--- src/logic/tcsr_regs.svh ---
`ifndef TCSR_REGS_SVH
`define TCSR_REGS_SVH
// register indices (byte address = 4 x index)
`define TCSR_IDX_CONTROL 8'h01
`define TCSR_IDX_CONFIG0 8'h02
`define TCSR_IDX_CONFIG1 8'h03
`define TCSR_IDX_STATUS 8'h1A
// control fields
`define TCSR_CTL_AGC_LOCK 7
`define TCSR_CTL_GAIN 6
`define TCSR_CTL_TRACK 5
`define TCSR_CTL_POLL_TIMER_CAL_START 3
`define TCSR_CTL_FSK_CAL_START 2
`define TCSR_CTL_DIVIDED_CLOCK_PIN 1
`define TCSR_CTL_SLEEP 0
`define TCSR_CTL_MASK 8'hEF
// config0 fields
`define TCSR_CF0_FSK 7
`define TCSR_CF0_TX 6
`define TCSR_CF0_MANUAL_LEVEL_MODE 5
`define TCSR_CF0_DRX 4
`define TCSR_CF0_OFF_HI 3
`define TCSR_CF0_OFF_LO 2
`define TCSR_CF0_ON_HI 1
`define TCSR_CF0_ON_LO 0
// config1 fields
`define TCSR_CF1_AUTO_FSK_CAL_ENABLE 6
`define TCSR_CF1_CONT 5
`define TCSR_CF1_DIV_HI 4
`define TCSR_CF1_DIV_LO 3
`define TCSR_CF1_DWELL_HI 2
`define TCSR_CF1_DWELL_LO 0
`define TCSR_CF1_MASK 8'h7F
// status fields
`define TCSR_ST_LOCK 7
`define TCSR_ST_GAIN 6
`define TCSR_ST_XTAL 5
`define TCSR_ST_POLL_CAL_DONE 1
`define TCSR_ST_FSK_CAL_DONE 0
// reset values
`define TCSR_RST_CONTROL 8'h00
`define TCSR_RST_CONFIG0 8'h00
`define TCSR_RST_CONFIG1 8'h00
// timing
`define TCSR_CLK_MHZ 125
`define TCSR_AUTO_FSK_CAL_ENABLE_PERIOD_S 60
`define TCSR_AUTO_FSK_CAL_ENABLE_CYCLES (`TCSR_AUTO_FSK_CAL_ENABLE_PERIOD_S * `TCSR_CLK_MHZ * 64'd1000000)
`define TCSR_DWELL_K_BASE 9
`endif

--- src/logic/tcsr_pkg.sv ---
package tcsr_pkg;
   typedef logic [7:0] tcsr_byte_t;
   typedef logic [1:0] tcsr_sel_t;
   typedef enum logic [1:0] {
      TCSR_CAL_IDLE,
      TCSR_CAL_RUN
   } tcsr_cal_t;
endpackage : tcsr_pkg

--- src/logic/tcsr_top.sv ---
`include "tcsr_regs.svh"
module tcsr_top #(
   parameter logic [35:0] AUTO_FSK_CAL_ENABLE_CYCLES = 36'(`TCSR_AUTO_FSK_CAL_ENABLE_CYCLES)
) (
   // clock and reset
   input wire logic core_clk,
   input wire logic resetn,
   input wire logic clkEn,
   // apb slave
   input wire logic psel,
   input wire logic penable,
   input wire logic pwrite,
   input wire logic [11:0] paddr,
   input wire logic [31:0] pwdata,
   input wire logic [3:0] pstrb,
   output logic pready,
   output logic [31:0] prdata,
   output logic pslverr,
   // device pins
   input wire logic enablePin,
   input wire logic txRxPin,
   // analog status
   input wire logic pllLockRaw,
   input wire logic lnaHighRaw,
   input wire logic xtalAliveRaw,
   input wire logic pollCalBusy,
   input wire logic fskCalBusy,
   // drx sequencer status
   input wire logic drxOnPeriod,
   // controls to the radio
   output logic agcLockEnable,
   output logic manualLevelMode,
   output logic lnaForceHigh,
   output logic peakTrackForce,
   output logic pollCalStart,
   output logic fskCalStart,
   output logic deepSleep,
   output logic fskMode,
   output logic txMode,
   output logic rxMode,
   output logic discontinuousRxEnable,
   output tcsr_pkg::tcsr_sel_t offPrescale,
   output tcsr_pkg::tcsr_sel_t onPrescale,
   output logic [23:0] agcDwellCycles,
   output logic dataEnable,
   output logic dividedClockPin
);
   import tcsr_pkg::*;

   // ----------------------------------------
   // input synchronisers
   // ----------------------------------------
   logic [7:0] syncA_q;
   logic [7:0] syncB_q;
   always_ff @(posedge core_clk or negedge resetn) begin
      if (!resetn) begin
         syncA_q <= 8'h00;
         syncB_q <= 8'h00;
      end else if (clkEn) begin
         syncA_q <= {
            drxOnPeriod,
            fskCalBusy,
            pollCalBusy,
            xtalAliveRaw,
            lnaHighRaw,
            pllLockRaw,
            txRxPin,
            enablePin
         };
         syncB_q <= syncA_q;
      end
   end
   logic enS, txRxS, lockS, lnaS, xtalS, pBusyS, fBusyS, onS;
   assign {onS, fBusyS, pBusyS, xtalS, lnaS, lockS, txRxS, enS} = syncB_q;

   // ----------------------------------------
   // apb decode
   // ----------------------------------------
   function automatic logic hitIdx(input logic [11:0] a, input logic [7:0] idx);
      hitIdx = (a[11:2] == {2'b00, idx}) && (a[1:0] == 2'b00);
   endfunction : hitIdx

   logic access, wrEn, mapped;
   assign access = psel && penable && !pready;
   assign mapped = hitIdx(paddr, `TCSR_IDX_CONTROL) || hitIdx(paddr, `TCSR_IDX_CONFIG0)
                || hitIdx(paddr, `TCSR_IDX_CONFIG1) || hitIdx(paddr, `TCSR_IDX_STATUS);
   assign wrEn = access && pwrite && pstrb[0] && mapped;

   // ----------------------------------------
   // registers
   // ----------------------------------------
   tcsr_byte_t control_q, config0_q, config1_q;
   logic pollDone, fskDone;
   tcsr_cal_t pollSt_q, fskSt_q;
   logic acalFire;

   always_ff @(posedge core_clk or negedge resetn) begin
      if (!resetn) begin
         config0_q <= `TCSR_RST_CONFIG0;
      end else if (clkEn && wrEn && hitIdx(paddr, `TCSR_IDX_CONFIG0)) begin
         config0_q <= pwdata[7:0];
      end
   end

   always_ff @(posedge core_clk or negedge resetn) begin
      if (!resetn) begin
         config1_q <= `TCSR_RST_CONFIG1;
      end else if (clkEn && wrEn && hitIdx(paddr, `TCSR_IDX_CONFIG1)) begin
         config1_q <= pwdata[7:0] & `TCSR_CF1_MASK;
      end
   end

   // trigger bits self clear on completion; a fresh write wins over the clear
   tcsr_byte_t ctlNext;
   always_comb begin
      ctlNext = control_q;
      if (pollDone) begin
         ctlNext[`TCSR_CTL_POLL_TIMER_CAL_START] = 1'b0;
      end
      if (fskDone) begin
         ctlNext[`TCSR_CTL_FSK_CAL_START] = 1'b0;
      end
      if (acalFire) begin
         ctlNext[`TCSR_CTL_FSK_CAL_START] = 1'b1;
      end
      if (wrEn && hitIdx(paddr, `TCSR_IDX_CONTROL)) begin
         ctlNext = pwdata[7:0] & `TCSR_CTL_MASK;
      end
   end

   always_ff @(posedge core_clk or negedge resetn) begin
      if (!resetn) begin
         control_q <= `TCSR_RST_CONTROL;
      end else if (clkEn) begin
         control_q <= ctlNext;
      end
   end

   // ----------------------------------------
   // calibration sequencing
   // ----------------------------------------
   // run starts with the trigger bit, ends when busy seen high then low
   logic pollSeen_q, fskSeen_q, pollDoneSt_q, fskDoneSt_q;

   // done strobes clear the trigger bit in the same edge the state returns idle
   assign pollDone = (pollSt_q == TCSR_CAL_RUN) && pollSeen_q && !pBusyS;
   assign fskDone = (fskSt_q == TCSR_CAL_RUN) && fskSeen_q && !fBusyS;

   always_ff @(posedge core_clk or negedge resetn) begin
      if (!resetn) begin
         pollSt_q <= TCSR_CAL_IDLE;
         pollSeen_q <= 1'b0;
         pollDoneSt_q <= 1'b0;
      end else if (clkEn) begin
         case (pollSt_q)
            TCSR_CAL_IDLE: begin
               if (control_q[`TCSR_CTL_POLL_TIMER_CAL_START]) begin
                  pollSt_q <= TCSR_CAL_RUN;
                  pollSeen_q <= 1'b0;
                  pollDoneSt_q <= 1'b0;
               end
            end
            TCSR_CAL_RUN: begin
               if (pBusyS) begin
                  pollSeen_q <= 1'b1;
               end
               if (pollDone) begin
                  pollSt_q <= TCSR_CAL_IDLE;
                  pollDoneSt_q <= 1'b1;
               end
            end
            default: pollSt_q <= TCSR_CAL_IDLE;
         endcase
      end
   end

   always_ff @(posedge core_clk or negedge resetn) begin
      if (!resetn) begin
         fskSt_q <= TCSR_CAL_IDLE;
         fskSeen_q <= 1'b0;
         fskDoneSt_q <= 1'b0;
      end else if (clkEn) begin
         case (fskSt_q)
            TCSR_CAL_IDLE: begin
               if (control_q[`TCSR_CTL_FSK_CAL_START]) begin
                  fskSt_q <= TCSR_CAL_RUN;
                  fskSeen_q <= 1'b0;
                  fskDoneSt_q <= 1'b0;
               end
            end
            TCSR_CAL_RUN: begin
               if (fBusyS) begin
                  fskSeen_q <= 1'b1;
               end
               if (fskDone) begin
                  fskSt_q <= TCSR_CAL_IDLE;
                  fskDoneSt_q <= 1'b1;
               end
            end
            default: fskSt_q <= TCSR_CAL_IDLE;
         endcase
      end
   end

   // ----------------------------------------
   // auto fsk calibration timer
   // ----------------------------------------
   logic [35:0] acalCnt_q;
   assign acalFire = config1_q[`TCSR_CF1_AUTO_FSK_CAL_ENABLE] && (acalCnt_q == AUTO_FSK_CAL_ENABLE_CYCLES - 36'd1);
   always_ff @(posedge core_clk or negedge resetn) begin
      if (!resetn) begin
         acalCnt_q <= 36'd0;
      end else if (clkEn) begin
         if (!config1_q[`TCSR_CF1_AUTO_FSK_CAL_ENABLE] || acalFire) begin
            acalCnt_q <= 36'd0;
         end else begin
            acalCnt_q <= acalCnt_q + 36'd1;
         end
      end
   end

   // ----------------------------------------
   // read path
   // ----------------------------------------
   tcsr_byte_t statusVal, rdByte;
   assign statusVal = {lockS, lnaS, xtalS, 3'b000, pollDoneSt_q, fskDoneSt_q};
   always_comb begin
      rdByte = 8'h00;
      if (hitIdx(paddr, `TCSR_IDX_CONTROL)) begin
         rdByte = control_q;
      end else if (hitIdx(paddr, `TCSR_IDX_CONFIG0)) begin
         rdByte = config0_q;
      end else if (hitIdx(paddr, `TCSR_IDX_CONFIG1)) begin
         rdByte = config1_q;
      end else if (hitIdx(paddr, `TCSR_IDX_STATUS)) begin
         rdByte = statusVal;
      end
   end

   always_ff @(posedge core_clk or negedge resetn) begin
      if (!resetn) begin
         pready <= 1'b0;
         prdata <= 32'h0000_0000;
         pslverr <= 1'b0;
      end else if (clkEn) begin
         pready <= access;
         pslverr <= access && !mapped;
         if (access && !pwrite) begin
            prdata <= {24'h00_0000, rdByte};
         end
      end
   end

   // ----------------------------------------
   // control outputs
   // ----------------------------------------
   logic txNext;
   assign txNext = config0_q[`TCSR_CF0_TX] || txRxS;
   always_ff @(posedge core_clk or negedge resetn) begin
      if (!resetn) begin
         agcLockEnable <= 1'b0;
         manualLevelMode <= 1'b0;
         lnaForceHigh <= 1'b0;
         peakTrackForce <= 1'b0;
         pollCalStart <= 1'b0;
         fskCalStart <= 1'b0;
         deepSleep <= 1'b0;
         fskMode <= 1'b0;
         txMode <= 1'b0;
         rxMode <= 1'b0;
         discontinuousRxEnable <= 1'b0;
         offPrescale <= 2'b00;
         onPrescale <= 2'b00;
         dataEnable <= 1'b0;
      end else if (clkEn) begin
         // gain and tracking
         agcLockEnable <= control_q[`TCSR_CTL_AGC_LOCK];
         manualLevelMode <= config0_q[`TCSR_CF0_MANUAL_LEVEL_MODE];
         lnaForceHigh <= config0_q[`TCSR_CF0_MANUAL_LEVEL_MODE] && control_q[`TCSR_CTL_GAIN];
         peakTrackForce <= control_q[`TCSR_CTL_TRACK];

         // calibration requests, high while running
         pollCalStart <= pollSt_q == TCSR_CAL_RUN;
         fskCalStart <= fskSt_q == TCSR_CAL_RUN;

         // sleep overrides txMode and rxMode; fskMode and discontinuousRxEnable are not gated
         deepSleep <= control_q[`TCSR_CTL_SLEEP];

         // modulation and direction
         fskMode <= config0_q[`TCSR_CF0_FSK];
         txMode <= txNext && !control_q[`TCSR_CTL_SLEEP];
         rxMode <= !txNext && !control_q[`TCSR_CTL_SLEEP];

         // discontinuous receive and its timer bases
         discontinuousRxEnable <= config0_q[`TCSR_CF0_DRX];
         offPrescale <= config0_q[`TCSR_CF0_OFF_HI:`TCSR_CF0_OFF_LO];
         onPrescale <= config0_q[`TCSR_CF0_ON_HI:`TCSR_CF0_ON_LO];

         // no data path while unlocked or asleep
         dataEnable <= lockS && !control_q[`TCSR_CTL_SLEEP];
      end
   end

   // dwell = 2^(9 + 2n) crystal periods
   always_ff @(posedge core_clk or negedge resetn) begin
      if (!resetn) begin
         agcDwellCycles <= 24'h00_0200;
      end else if (clkEn) begin
         agcDwellCycles <= 24'h00_0001 << (`TCSR_DWELL_K_BASE
            + 2 * config1_q[`TCSR_CF1_DWELL_HI:`TCSR_CF1_DWELL_LO]);
      end
   end

   // ----------------------------------------
   // clock output divider
   // ----------------------------------------
   // crystal is the core clock, so every ratio is one step slower than nominal;
   // each code still gives its own rate, twice the period of the code below
   logic [3:0] divCnt_q;
   logic clkActive;

   assign clkActive = control_q[`TCSR_CTL_DIVIDED_CLOCK_PIN]
      && (config1_q[`TCSR_CF1_CONT]
          || (config0_q[`TCSR_CF0_DRX] ? onS : enS));
   always_ff @(posedge core_clk or negedge resetn) begin
      if (!resetn) begin
         divCnt_q <= 4'd0;
         dividedClockPin <= 1'b0;
      end else if (clkEn) begin
         divCnt_q <= divCnt_q + 4'd1;
         if (!clkActive) begin
            dividedClockPin <= 1'b0;
         end else begin
            case (config1_q[`TCSR_CF1_DIV_HI:`TCSR_CF1_DIV_LO])
               2'b00: dividedClockPin <= ~dividedClockPin;
               2'b01: dividedClockPin <= divCnt_q[1];
               2'b10: dividedClockPin <= divCnt_q[2];
               default: dividedClockPin <= divCnt_q[3];
            endcase
         end
      end
   end
endmodule : tcsr_top

--- config.mk ---
export PLATFORM = sky130hd
export DESIGN_NAME = tcsr_top
export DESIGN_NICKNAME = d
export VERILOG_FILES = /design/src/logic/tcsr_pkg.sv /design/src/logic/tcsr_top.sv
export VERILOG_INCLUDE_DIRS = /design/src /design/src/logic
export SDC_FILE = /design/constraint.sdc
export NUM_CORES = 1
export LEC_CHECK = 0
export ABC_AREA = 1
export BUFFER_PORTS_ARGS = -buffer_cell sky130_fd_sc_hd__buf_2
export CELL_PAD_IN_SITES_DETAIL_PLACEMENT = 1
export CELL_PAD_IN_SITES_GLOBAL_PLACEMENT = 2
export CORE_MARGIN = 4
export CORE_UTILIZATION = 35
export CTS_BUF_LIST = sky130_fd_sc_hd__clkbuf_4 sky130_fd_sc_hd__clkbuf_8
export DETAILED_ROUTE_END_ITERATION = 8
export GPL_ROUTABILITY_DRIVEN = 0
export GPL_TIMING_DRIVEN = 0
export PLACE_DENSITY = 0.92
export REMOVE_ABC_BUFFERS = 1
export SLEW_MARGIN = 10
export SYNTH_ARGS = -nofsm -noshare
export SYNTH_HDL_FRONTEND = slang
export SYNTH_SLANG_ARGS = --single-unit
--- constraint.sdc ---
create_clock -name core_clk -period 4.65 [get_ports core_clk]
set_clock_uncertainty 0.15 [all_clocks]
set_input_delay 0.93 -clock core_clk [delete_from_list [all_inputs] [get_ports core_clk]]
set_output_delay 0.93 -clock core_clk [all_outputs]
set_load 0.01 [all_outputs]
==> results.py, run 1 <==
metrics = {
    "synth": {
        "syn_avg_cell_area_um2": 7.71,
        "synth_top_cell_area_share_pct": 46.2,
        "synth_flop_cell": "dfrtp_1",
        "async_flop_share_pct": 100,
        "yosys_warnings": 0,
        "synth-seq-cells": 123,
        "synthCells": 858,
        "synthTopCellsByArea": "dfrtp_1 46%, nand2_1 16%, nor2_1 5.1%, inv_1 4.9%, buf_4 4.3%",
        "syn_area_um2": 6610,
        "synth_edf_count": 0,
        "yosysUniqueCellTypes": 42,
        "yosysSeqAreaShare_pct": 46.6,
        "synth_top_cell_by_area": "dfrtp_1",
    },
    "clock_network": {
        "cts_resized": 0,
        "cts_tree": "built",
        "numCtsBuffers": 17,
        "clk_latency_ns": 0.45,
        "hold_buffers": 0,
        "cts_root_buf": "clkbuf_8",
        "cts.clk_slew.worst_paths_ns": 0.08,
        "post_cts_buffers": 0,
        "cts_htree_levels": 4,
        "clkSinkCount": 123,
        "clock_path_buffers": 2,
    },
    "layout": {
        "layout_common_cells": "290 x nand2_1, 122 x dfrtp_1, 90 x nor2_1",
        "n_fill_cell": 2364,
        "antenna_cells": 0,
        "drive_gt1_share_pct": 18.0,
        "finalNonFillerCells": 1180,
        "nets": 998,
        "layout_commonest_cell": "nand2_1",
        "area_growth_syn_to_layout_pct": 13.1,
    },
    "run_status": {
        "status": "complete, no violations",
    },
    "global_route": {
        "grt_pass1_vias": 5731,
        "grt_usage_pct": 16.8,
        "grt_pass1_wl_um": 29200,
        "grt_overflow": 0,
        "grt_max_degree": 64,
        "antenna_found_initial": 0,
    },
    "worst_setup_path": {
        "worst_ep_required_time_ns": 4.83,
        "worst_setup_path_start_kind": "input port",
        "critPathMaxFanout": 61,
        "arrival_ns": 3.36,
        "crit_type": "in -> reg",
        "end_kind": "flop",
    },
    "floorplan": {
        "die-area_um2": 21200,
        "die_y_um": 145,
        "pin_count": 137,
        "rows": 50,
        "start_util_pct": 35.5,
        "die_x_um": 145,
        "coreArea_um2": 18600,
    },
    "place": {
        "hpwl_um": 12700,
        "io_buffers": 73,
        "dp_cells": 1149,
    },
    "pwr": {
        "power.density_nw_per_um2": 328,
        "power.net_switching_w": 0.000676,
        "p_leak_nw": 3.73,
        "p_int_w": 0.00178,
        "power_frac_clock_pct": 41.1,
        "ir_drop_mv": 0.173,
        "p_comb_share_pct": 9.9,
        "seqPwrFrac_pct": 49.0,
        "swShare_pct": 27.5,
    },
    "drt": {
        "drt_iter0_drc": 238,
        "ant_nets": 0,
        "finalWirelength_um": 17300,
        "vias": 5520,
        "wl_per_cell_um": 14.7,
        "dr.pass1.iters": 5,
        "drc": 0,
        "avgViaCountPerCell": 4.68,
    },
    "sta": {
        "worstMarginPinSlew_ns": 1.04,
        "whs_ns": 0.299,
        "setup_viol": 0,
        "slew_headroom_pct": 30.4,
        "fin_tns_setup_ns": 0,
        "slew_violations": 0,
        "post-route-period-util_pct": 68.3,
        "finalHoldViolCount": 0,
        "fin_crit_ns": 3.18,
        "fmax_mhz": 315,
        "rsz0062_at_grt": "false",
    },
    "worst_hold_path": {
        "hold_path.class": "in -> async",
    },
    "run": {
        "drv_cap": 0,
    },
}
## cell usage after synthesis, types with 4 or more instances
| master | instances |
|---|---|
| a21oi_1 | 12 |
| clkbuf_1 | 11 |
| o21ai_1 | 9 |
| nand3_1 | 32 |
| nand4_2 | 4 |
| o22ai_1 | 5 |
| nand2_1 | 290 |
| buf_4 | 38 |
| dfrtp_1 | 122 |
| nor2_4 | 9 |
| nand4_1 | 15 |
| o21ai_0 | 34 |
| xnor2_1 | 4 |
| nor2_1 | 90 |
| nand2_2 | 5 |
| inv_1 | 86 |
| nand3_2 | 6 |
| inv_2 | 8 |
| xor2_1 | 12 |
| nor2_2 | 24 |
| nor3_1 | 9 |
| a22oi_1 | 4 |
## cell type report
class	count	area, um^2	share of cell area [%]
clock inverters	13	166	2.22
well taps	234	293	3.91
flip-flops and latches	123	3080	41.2
clock buffers	18	248	3.31
multi-input cells	623	2930	39.2
inverters	95	362	4.83
repair buffers	74	402	5.37
## flip-flops by register name, summed over array words and instances (netlist names), 2 cells and up
| signal | flops |
|---|---|
| syncB_q | 8 |
| config0_q | 8 |
| divCnt_q | 4 |
| onPrescale | 2 |
| agcDwellCycles | 12 |
| config1_q | 7 |
| control_q | 7 |
| syncA_q | 8 |
| prdata | 8 |
| offPrescale | 2 |
| acalCnt_q | 36 |
## logic make-up (layout without fill, tap and decap cells)
| family | after synthesis | in the layout | synth area share [%] |
|---|---|---|---|
| AOI/OAI and AO/OA | 74 | 74 | 6.40 |
| xor gates and xnor gates | 16 | 16 | 2.12 |
| adders and majority gates | 2 | 2 | 0.378 |
| buffers and inverters | 147 | 200 | 11.1 |
| DFF | 123 | 123 | 46.6 |
| other | 1 | 36 | 0.0567 |
| and+or+nand+nor | 495 | 495 | 33.4 |
## power by group through the flow
stage               clock (W)  combinational [W]  sequential, W
global route          0.00109           0.000282        0.00121
finish                0.00101           0.000243        0.00120
global placement            0           0.000235        0.00122
floorplan                   0           0.000130        0.00122
CTS                   0.00103           0.000249        0.00120
detailed placement          0           0.000248        0.00122
## critical path, cell delays in order
cell and delay, ns:
buf_4 0.53, inv_2 0.61, nor2_1 0.39, nand4_2 0.30, nor3_2 0.27, nor2_1 0.06
o21ai_0 0.15, inv_1 0.05
## worst paths after layout
path / endpoint / startpoint / slack (ns) / depth (start not counted)
setup / recovery: acalCnt_q[20]$_DFFE_PN0P_ / clkEn / 1.47 / 8
hold reg to reg: manualLevelMode$_DFFE_PN0P_ / manualLevelMode$_DFFE_PN0P_ / 0.32 / 2
hold / removal: agcDwellCycles[19]$_DFFE_PN0P_ / resetn / 0.30 / 1
setup reg to reg: acalCnt_q[26]$_DFFE_PN0P_ / acalCnt_q[0]$_DFFE_PN0P_ / 2.48 / 10
min in group core_clk: manualLevelMode$_DFFE_PN0P_ / manualLevelMode$_DFFE_PN0P_ / 0.32 / 2
max in group asynchronous: acalCnt_q[22]$_DFFE_PN0P_ / resetn / 3.31 / 2
## per-layer routing
layer,part of all wire [%],global-route usage (%),up-vias
met5,0,0,-
met4,0.81,3.51,0
met3,2.9,3.74,14
met2,47,27.5,70
met1,49,23.0,2669
li1,-,-,2767
## per-stage QoR
| step | cell area [um^2] | setup slack (ns) | util [%] | power [W] |
|---|---|---|---|---|
| floorplan | 6370 | 2.31 | - | 0.00135 |
| global placement | 7030 | 0.463 | 37.7 | 0.00145 |
| detailed placement | 7060 | 0.407 | 37.9 | 0.00147 |
| CTS | 7480 | 0.857 | 40.1 | 0.00248 |
| global route | 7480 | 1.21 | 40.1 | 0.00258 |
| finish | 7480 | 1.47 | 40.1 | 0.00245 |
Note: power is estimated with default switching activity, not from simulation.
==> run 2, diff against run 1 <==
--- a/config.mk
+++ b/config.mk
@@ -11,12 +11,12 @@
 export CELL_PAD_IN_SITES_DETAIL_PLACEMENT = 1
 export CELL_PAD_IN_SITES_GLOBAL_PLACEMENT = 2
 export CORE_MARGIN = 4
-export CORE_UTILIZATION = 35
+export CORE_UTILIZATION = 29
 export CTS_BUF_LIST = sky130_fd_sc_hd__clkbuf_4 sky130_fd_sc_hd__clkbuf_8
 export DETAILED_ROUTE_END_ITERATION = 8
 export GPL_ROUTABILITY_DRIVEN = 0
 export GPL_TIMING_DRIVEN = 0
-export PLACE_DENSITY = 0.92
+export PLACE_DENSITY = 0.82
 export REMOVE_ABC_BUFFERS = 1
 export SLEW_MARGIN = 10
 export SYNTH_ARGS = -nofsm -noshare
==> constraint.sdc (replaced) <==
create_clock -name core_clk -period 2.8 [get_ports core_clk]
set_clock_uncertainty 0.15 [all_clocks]
set_input_delay 0.56 -clock core_clk [delete_from_list [all_inputs] [get_ports core_clk]]
set_output_delay 0.56 -clock core_clk [all_outputs]
set_load 0.01 [all_outputs]
==> run 2 against run 1 <==
Against the previous run: count of clock-buffer cells in the layout did not move; utilization shrank 5.9 points; register-to-register slack worse by 1.8 ns; global-route usage fell by 2.2 points; sequential share of layout area is 0.39 points lower; clock power is 67% higher; wire length is 2.3% higher; final cell count is 4.0% higher; largest cell class unchanged.
==> results.py, run 2 (same netlist as run 1, synthesis figures left out) <==
metrics = {
    "pwr": {
        "power_frac_clock_pct": 41.3,
        "seqPwrFrac_pct": 48.7,
        "p_leak_nw": 3.72,
        "totalPowerFinal_w": 0.00410,
        "p_comb_share_pct": 10.0,
        "swShare_pct": 27.9,
        "ir_drop_mv": 0.260,
        "power.net_switching_w": 0.00114,
        "power.density_nw_per_um2": 543,
        "p_int_w": 0.00296,
    },
    "layout": {
        "largest_reg_flops": 36,
        "utilization_pct": 34.2,
        "layout_common_cells": "290 x nand2_1, 122 x dfrtp_1, 90 x nor2_1",
        "layout_commonest_cell": "nand2_1",
        "n_fill_cell": 2747,
        "top_regs": "acalCnt_q x36, agcDwellCycles x12",
        "drive_gt1_share_pct": 18.0,
        "nets": 999,
        "largest-register": "acalCnt_q",
        "area_growth_syn_to_layout_pct": 14.2,
        "antenna_cells": 0,
    },
    "sta": {
        "slew_headroom_pct": 50.6,
        "setup_slack_ns": 0.282,
        "slew_violations": 0,
        "worstMarginPinSlew_ns": 0.740,
        "fmax_mhz": 397,
        "fin_tns_setup_ns": 0,
        "fin_crit_ns": 2.52,
        "post-route-period-util_pct": 89.9,
        "finalHoldViolCount": 0,
        "rsz0062_at_grt": "false",
        "setup_viol": 0,
    },
    "clock_network": {
        "clkSinkCount": 123,
        "cts_tree": "built",
        "cts_root_buf": "clkbuf_8",
        "cts_htree_levels": 4,
        "cts.clk_slew.worst_paths_ns": 0.08,
        "clk_latency_ns": 0.44,
        "numCtsBuffers": 17,
        "clock_path_buffers": 2,
        "post_cts_buffers": 0,
    },
    "worst_hold_path": {
        "min_from": "pllLockRaw",
        "hold_path.class": "in -> reg",
    },
    "worst_setup_path": {
        "end_kind": "flop",
        "max_stage_delay_ns": 0.56,
        "path_cells": "buf_4 -> inv_4 -> nor2_1 -> nand4_2 -> nor2_1 -> xor2_1 -> nor2_2",
        "r2r-start": "acalCnt_q[0]$_DFFE_PN0P_",
        "arrival_ns": 2.69,
        "crit_path_top_delay_cell": "buf_4",
        "critical_path.startpoint": "clkEn",
        "crit_type": "in -> reg",
        "critPathMaxFanout": 61,
        "worst_ep_required_time_ns": 2.97,
        "path_delay_family": "buffers and inverters",
        "cp_num_buf_inv": 2,
        "worst_setup_path_start_kind": "input port",
        "crit_top_cell": "nor2_1",
    },
    "global_route": {
        "grt_max_degree": 78,
        "antenna_found_initial": 0,
        "grt_pass1_vias": 5899,
        "grt_overflow": 0,
        "grt_usage_pct": 14.6,
        "grt_pass1_wl_um": 30400,
    },
    "drt": {
        "dr.pass1.iters": 4,
        "drt_iter0_drc": 245,
        "finalWirelength_um": 17700,
        "wl_per_cell_um": 14.5,
        "ant_nets": 0,
        "vias": 5529,
        "avgViaCountPerCell": 4.51,
        "drc": 0,
    },
    "floorplan": {
        "coreArea_um2": 22100,
        "die_x_um": 159,
        "start_util_pct": 29.9,
        "rows": 54,
        "pin_count": 137,
        "die-area_um2": 25300,
        "die_y_um": 159,
    },
    "run_status": {
        "status": "complete, no violations",
    },
    "place": {
        "hpwl_um": 13000,
        "dp_slack_ns": -1.10,
        "io_buffers": 73,
    },
    "run": {
        "drv_cap": 0,
    },
}
[run 2: changes by cell type in the layout (fill, tap and decap cells not counted)]
cell / change
clkinv_2: -1
inv_4: +1
clkinvlp_4: +2
clkinv_4: -1
dlygate4sd3_1: +1
inv_2: -1
[run 2: power by group through the flow]
| stage | logic, W | registers (W) | clock network (W) |
|---|---|---|---|
| floorplan | 0.000217 | 0.00202 | 0 |
| global placement | 0.000395 | 0.00203 | 0 |
| detailed placement | 0.000419 | 0.00203 | 0 |
| CTS | 0.000423 | 0.00200 | 0.00175 |
| global route | 0.000482 | 0.00201 | 0.00183 |
| finish | 0.000410 | 0.00200 | 0.00169 |
[run 2: layout make-up]
class / count / area (um^2) / share of cell area, %
Timing Repair Buffer: 75 / 412 / 5.45
Sequential cell: 123 / 3080 / 40.8
Clock buffer: 18 / 248 / 3.28
Multi-Input combinational cell: 623 / 2930 / 38.8
Inverter: 95 / 364 / 4.82
Clock inverter: 13 / 168 / 2.22
Tap cell: 280 / 350 / 4.64
[run 2: worst paths after layout]
check / to / slack (ns) / depth (start not counted)
hold reg to reg: offPrescale[1]$_DFFE_PN0P_ / 0.32 / 2
min in group asynchronous: acalCnt_q[11]$_DFFE_PN0P_ / 0.48 / 2
setup / recovery: acalCnt_q[16]$_DFFE_PN0P_ / 0.28 / 7
max in group asynchronous: agcDwellCycles[9]$_DFFE_PN1P_ / 1.24 / 3
setup reg to reg: acalCnt_q[32]$_DFFE_PN0P_ / 0.64 / 10
hold / removal: syncA_q[2]$_DFFE_PN0P_ / 0.17 / 3
[run 2: repair_timing]
action,CTS,global route
resized for setup,2,0
hold endpoints to repair,46,0
setup endpoints to repair,20,0
hold buffers,1,0
[run 2: layer usage]
metal	vias to the layer above	share of wire, %	global-route usage (%)
met2	92	47	23.9
met5	-	0	0
met3	10	3.7	3.29
met1	2664	48	19.5
met4	0	1.2	3.79
li1	2763	-	-
[run 2: stage by stage]
step	instances	area, um^2	hold slack (ns)
after floorplan	841	6370	0.114
after global placement	1194	7090	0.305
final	1227	7550	0.166
after detailed placement	1195	7120	0.309
after CTS	1227	7550	0.139
after global routing	1227	7550	0.131
[run 2: tightest hold or removal path: stages]
cell and delay [ns]:
buf_2 0.07, nand2_1 0.04, nand2_1 0.05
==> run 3, diff against run 2 <==
--- a/config.mk
+++ b/config.mk
@@ -11,12 +11,12 @@
 export CELL_PAD_IN_SITES_DETAIL_PLACEMENT = 1
 export CELL_PAD_IN_SITES_GLOBAL_PLACEMENT = 2
 export CORE_MARGIN = 4
-export CORE_UTILIZATION = 29
+export CORE_UTILIZATION = 32
 export CTS_BUF_LIST = sky130_fd_sc_hd__clkbuf_4 sky130_fd_sc_hd__clkbuf_8
 export DETAILED_ROUTE_END_ITERATION = 8
 export GPL_ROUTABILITY_DRIVEN = 0
 export GPL_TIMING_DRIVEN = 0
-export PLACE_DENSITY = 0.82
+export PLACE_DENSITY = 0.85
 export REMOVE_ABC_BUFFERS = 1
 export SLEW_MARGIN = 10
 export SYNTH_ARGS = -nofsm -noshare
==> constraint.sdc (replaced) <==
create_clock -name core_clk -period 2.4 [get_ports core_clk]
set_clock_uncertainty 0.15 [all_clocks]
set_input_delay 0.48 -clock core_clk [delete_from_list [all_inputs] [get_ports core_clk]]
set_output_delay 0.48 -clock core_clk [all_outputs]
set_load 0.01 [all_outputs]
==> run 3 against run 2 <==
Against the previous run: cell area is 0.76% lower; via count is 0.25% higher; final cell count is 0.73% lower; utilization is 2.7 points higher; register-to-register slack worse by 0.39 ns; power is 11% higher; critical endpoint is now acalCnt_q[20]$_DFFE_PN0P_.
==> results.py, run 3 (same netlist as run 1, synthesis figures left out) <==
metrics = {
    "global_route": {
        "grt_overflow": 0,
        "grt_usage_pct": 15.9,
        "met3_usage_pct": 3.63,
        "grt_pass1_vias": 5673,
        "antenna_found_initial": 0,
        "use_met2_pct": 25.1,
        "busiest_layer": "met2",
        "grt_util_met1_pct": 22.0,
        "grt_pass1_wl_um": 28800,
        "grt_max_degree": 87,
    },
    "sta": {
        "worstMarginPinSlew_ns": 0.563,
        "slew_headroom_pct": 62.4,
        "rsz0062_at_grt": "false",
        "slew_violations": 0,
        "setup_slack_ns": 0.237,
        "fin_crit_ns": 2.16,
        "post-route-period-util_pct": 90.1,
        "setup_viol": 0,
        "fmax_mhz": 462,
        "finalHoldViolCount": 0,
    },
    "pwr": {
        "ir_drop_mv": 0.315,
        "p_leak_nw": 3.72,
        "totalPowerFinal_w": 0.00455,
        "power.density_nw_per_um2": 606,
    },
    "drt": {
        "wl_per_cell_um": 14.2,
        "drt_iter0_drc": 208,
        "vias": 5543,
        "avgViaCountPerCell": 4.55,
        "ant_nets": 0,
        "drc": 0,
        "finalWirelength_um": 17300,
        "dr.pass1.iters": 4,
    },
    "run_status": {
        "status": "complete, no violations",
    },
    "layout": {
        "largest-register": "acalCnt_q",
        "nets": 999,
        "layout_common_cells": "290 x nand2_1, 122 x dfrtp_1, 90 x nor2_1",
        "top_regs": "acalCnt_q x36, agcDwellCycles x12",
        "register_area_um2": 3080,
        "multiInputGateArea_um2": 2930,
        "utilization_pct": 36.9,
        "antenna_cells": 0,
        "drive_gt1_share_pct": 18.0,
        "largest_reg_flops": 36,
        "layout_commonest_cell": "nand2_1",
        "area_growth_syn_to_layout_pct": 13.3,
        "fin_area_um2": 7490,
        "n_fill_cell": 2561,
    },
    "floorplan": {
        "die_x_um": 152,
        "coreArea_um2": 20300,
        "start_util_pct": 32.6,
        "pin_count": 137,
        "die-area_um2": 23000,
        "rows": 52,
        "die_y_um": 152,
    },
    "clock_network": {
        "cts.clk_slew.worst_paths_ns": 0.09,
        "clkSinkCount": 123,
        "clk_latency_ns": 0.45,
        "cts_root_buf": "clkbuf_8",
        "clock_path_buffers": 2,
        "cts_tree": "built",
        "cts_htree_levels": 4,
        "numCtsBuffers": 17,
    },
    "worst_setup_path": {
        "r2r_setup_slack_ns": 0.25,
        "rr_worst_depth": 10,
        "critical_path_depth": 8,
        "crit_top_cell": "nor2_1",
        "arrival_ns": 2.36,
        "r2r-start": "acalCnt_q[0]$_DFFE_PN0P_",
        "crit_path_top_delay_cell": "buf_6",
        "end_kind": "flop",
        "r2r_end": "acalCnt_q[32]$_DFFE_PN0P_",
        "max_stage_delay_ns": 0.40,
        "crit_end": "acalCnt_q[20]$_DFFE_PN0P_",
        "critPathMaxFanout": 61,
        "path_delay_family": "simple AND/OR/NAND/NOR gates",
        "path_cells": "buf_6 -> inv_6 -> nor2_1 -> nand4_2 -> nor3_2 -> nor2_1 -> o21ai_0 -> inv_1",
        "crit_type": "in -> reg",
        "cp_num_buf_inv": 3,
        "worst_ep_required_time_ns": 2.59,
        "worst_setup_path_start_kind": "input port",
        "critical_path.startpoint": "clkEn",
    },
    "place": {
        "hpwl_um": 12700,
        "dp_slack_ns": -1.41,
        "io_buffers": 73,
        "post_dp_cell_area_um2": 7110,
    },
    "worst_hold_path": {
        "hold_path.class": "in -> reg",
    },
    "run": {
        "drv_cap": 0,
    },
}
-- run 3: tightest hold or removal path, cell delays in order --
cell and delay, ns:
buf_2 0.07, nand2_1 0.04, nand2_1 0.05
-- run 3: worst min path at each step --
stage,start,endpoint,cells past startpoint
2_1_floorplan,resetn,acalCnt_q[0]$_DFFE_PN0P_,0
5_1_grt,xtalAliveRaw,syncA_q[4]$_DFFE_PN0P_,3
3_5_place_dp,resetn,acalCnt_q[8]$_DFFE_PN0P_,1
6_report,xtalAliveRaw,syncA_q[4]$_DFFE_PN0P_,3
3_3_place_gp,agcLockEnable$_DFFE_PN0P_,agcLockEnable$_DFFE_PN0P_,2
4_1_cts,xtalAliveRaw,syncA_q[4]$_DFFE_PN0P_,3
-- run 3: area by class of cell --
type | count | area share (%)
Timing Repair Buffer | 75 | 5.54
Sequential cell | 123 | 41.1
Clock inverter | 15 | 1.74
Inverter | 95 | 4.89
Tap cell | 270 | 4.51
Multi-Input combinational cell | 623 | 39.1
Clock buffer | 17 | 3.12
-- run 3: through the flow --
step | hold slack, ns | instances | TNS [ns]
6_report | 0.0639 | 1218 | 0
5_1_grt | 0.0525 | 1218 | 0
4_1_cts | 0.0344 | 1218 | 0
3_5_place_dp | 0.273 | 1185 | -56.11
3_3_place_gp | 0.302 | 1184 | -187.70
2_1_floorplan | 0.0344 | 841 | 0
-- run 3: repair_timing --
action,CTS,global route
cloned,0,0
buffers inserted,0,0
hold buffers,1,0
setup endpoints to repair,46,3
gates resized for setup,3,1
hold endpoints to repair,37,0
-- run 3: where the power goes --
part           leakage, nW  switching, W  internal, W  total [W]
clock                0.188      0.000989     0.000752    0.00174
sequential            1.65      0.000107      0.00223    0.00233
combinational         1.88      0.000307     0.000166   0.000473
-- run 3: metal layers --
| metal | part of all wire [%] | routed length, um |
|---|---|---|
| met5 | 0 | 0 |
| met4 | 0.95 | 165 |
| met3 | 3.5 | 608 |
| met2 | 47 | 8180 |
| met1 | 48 | 8350 |
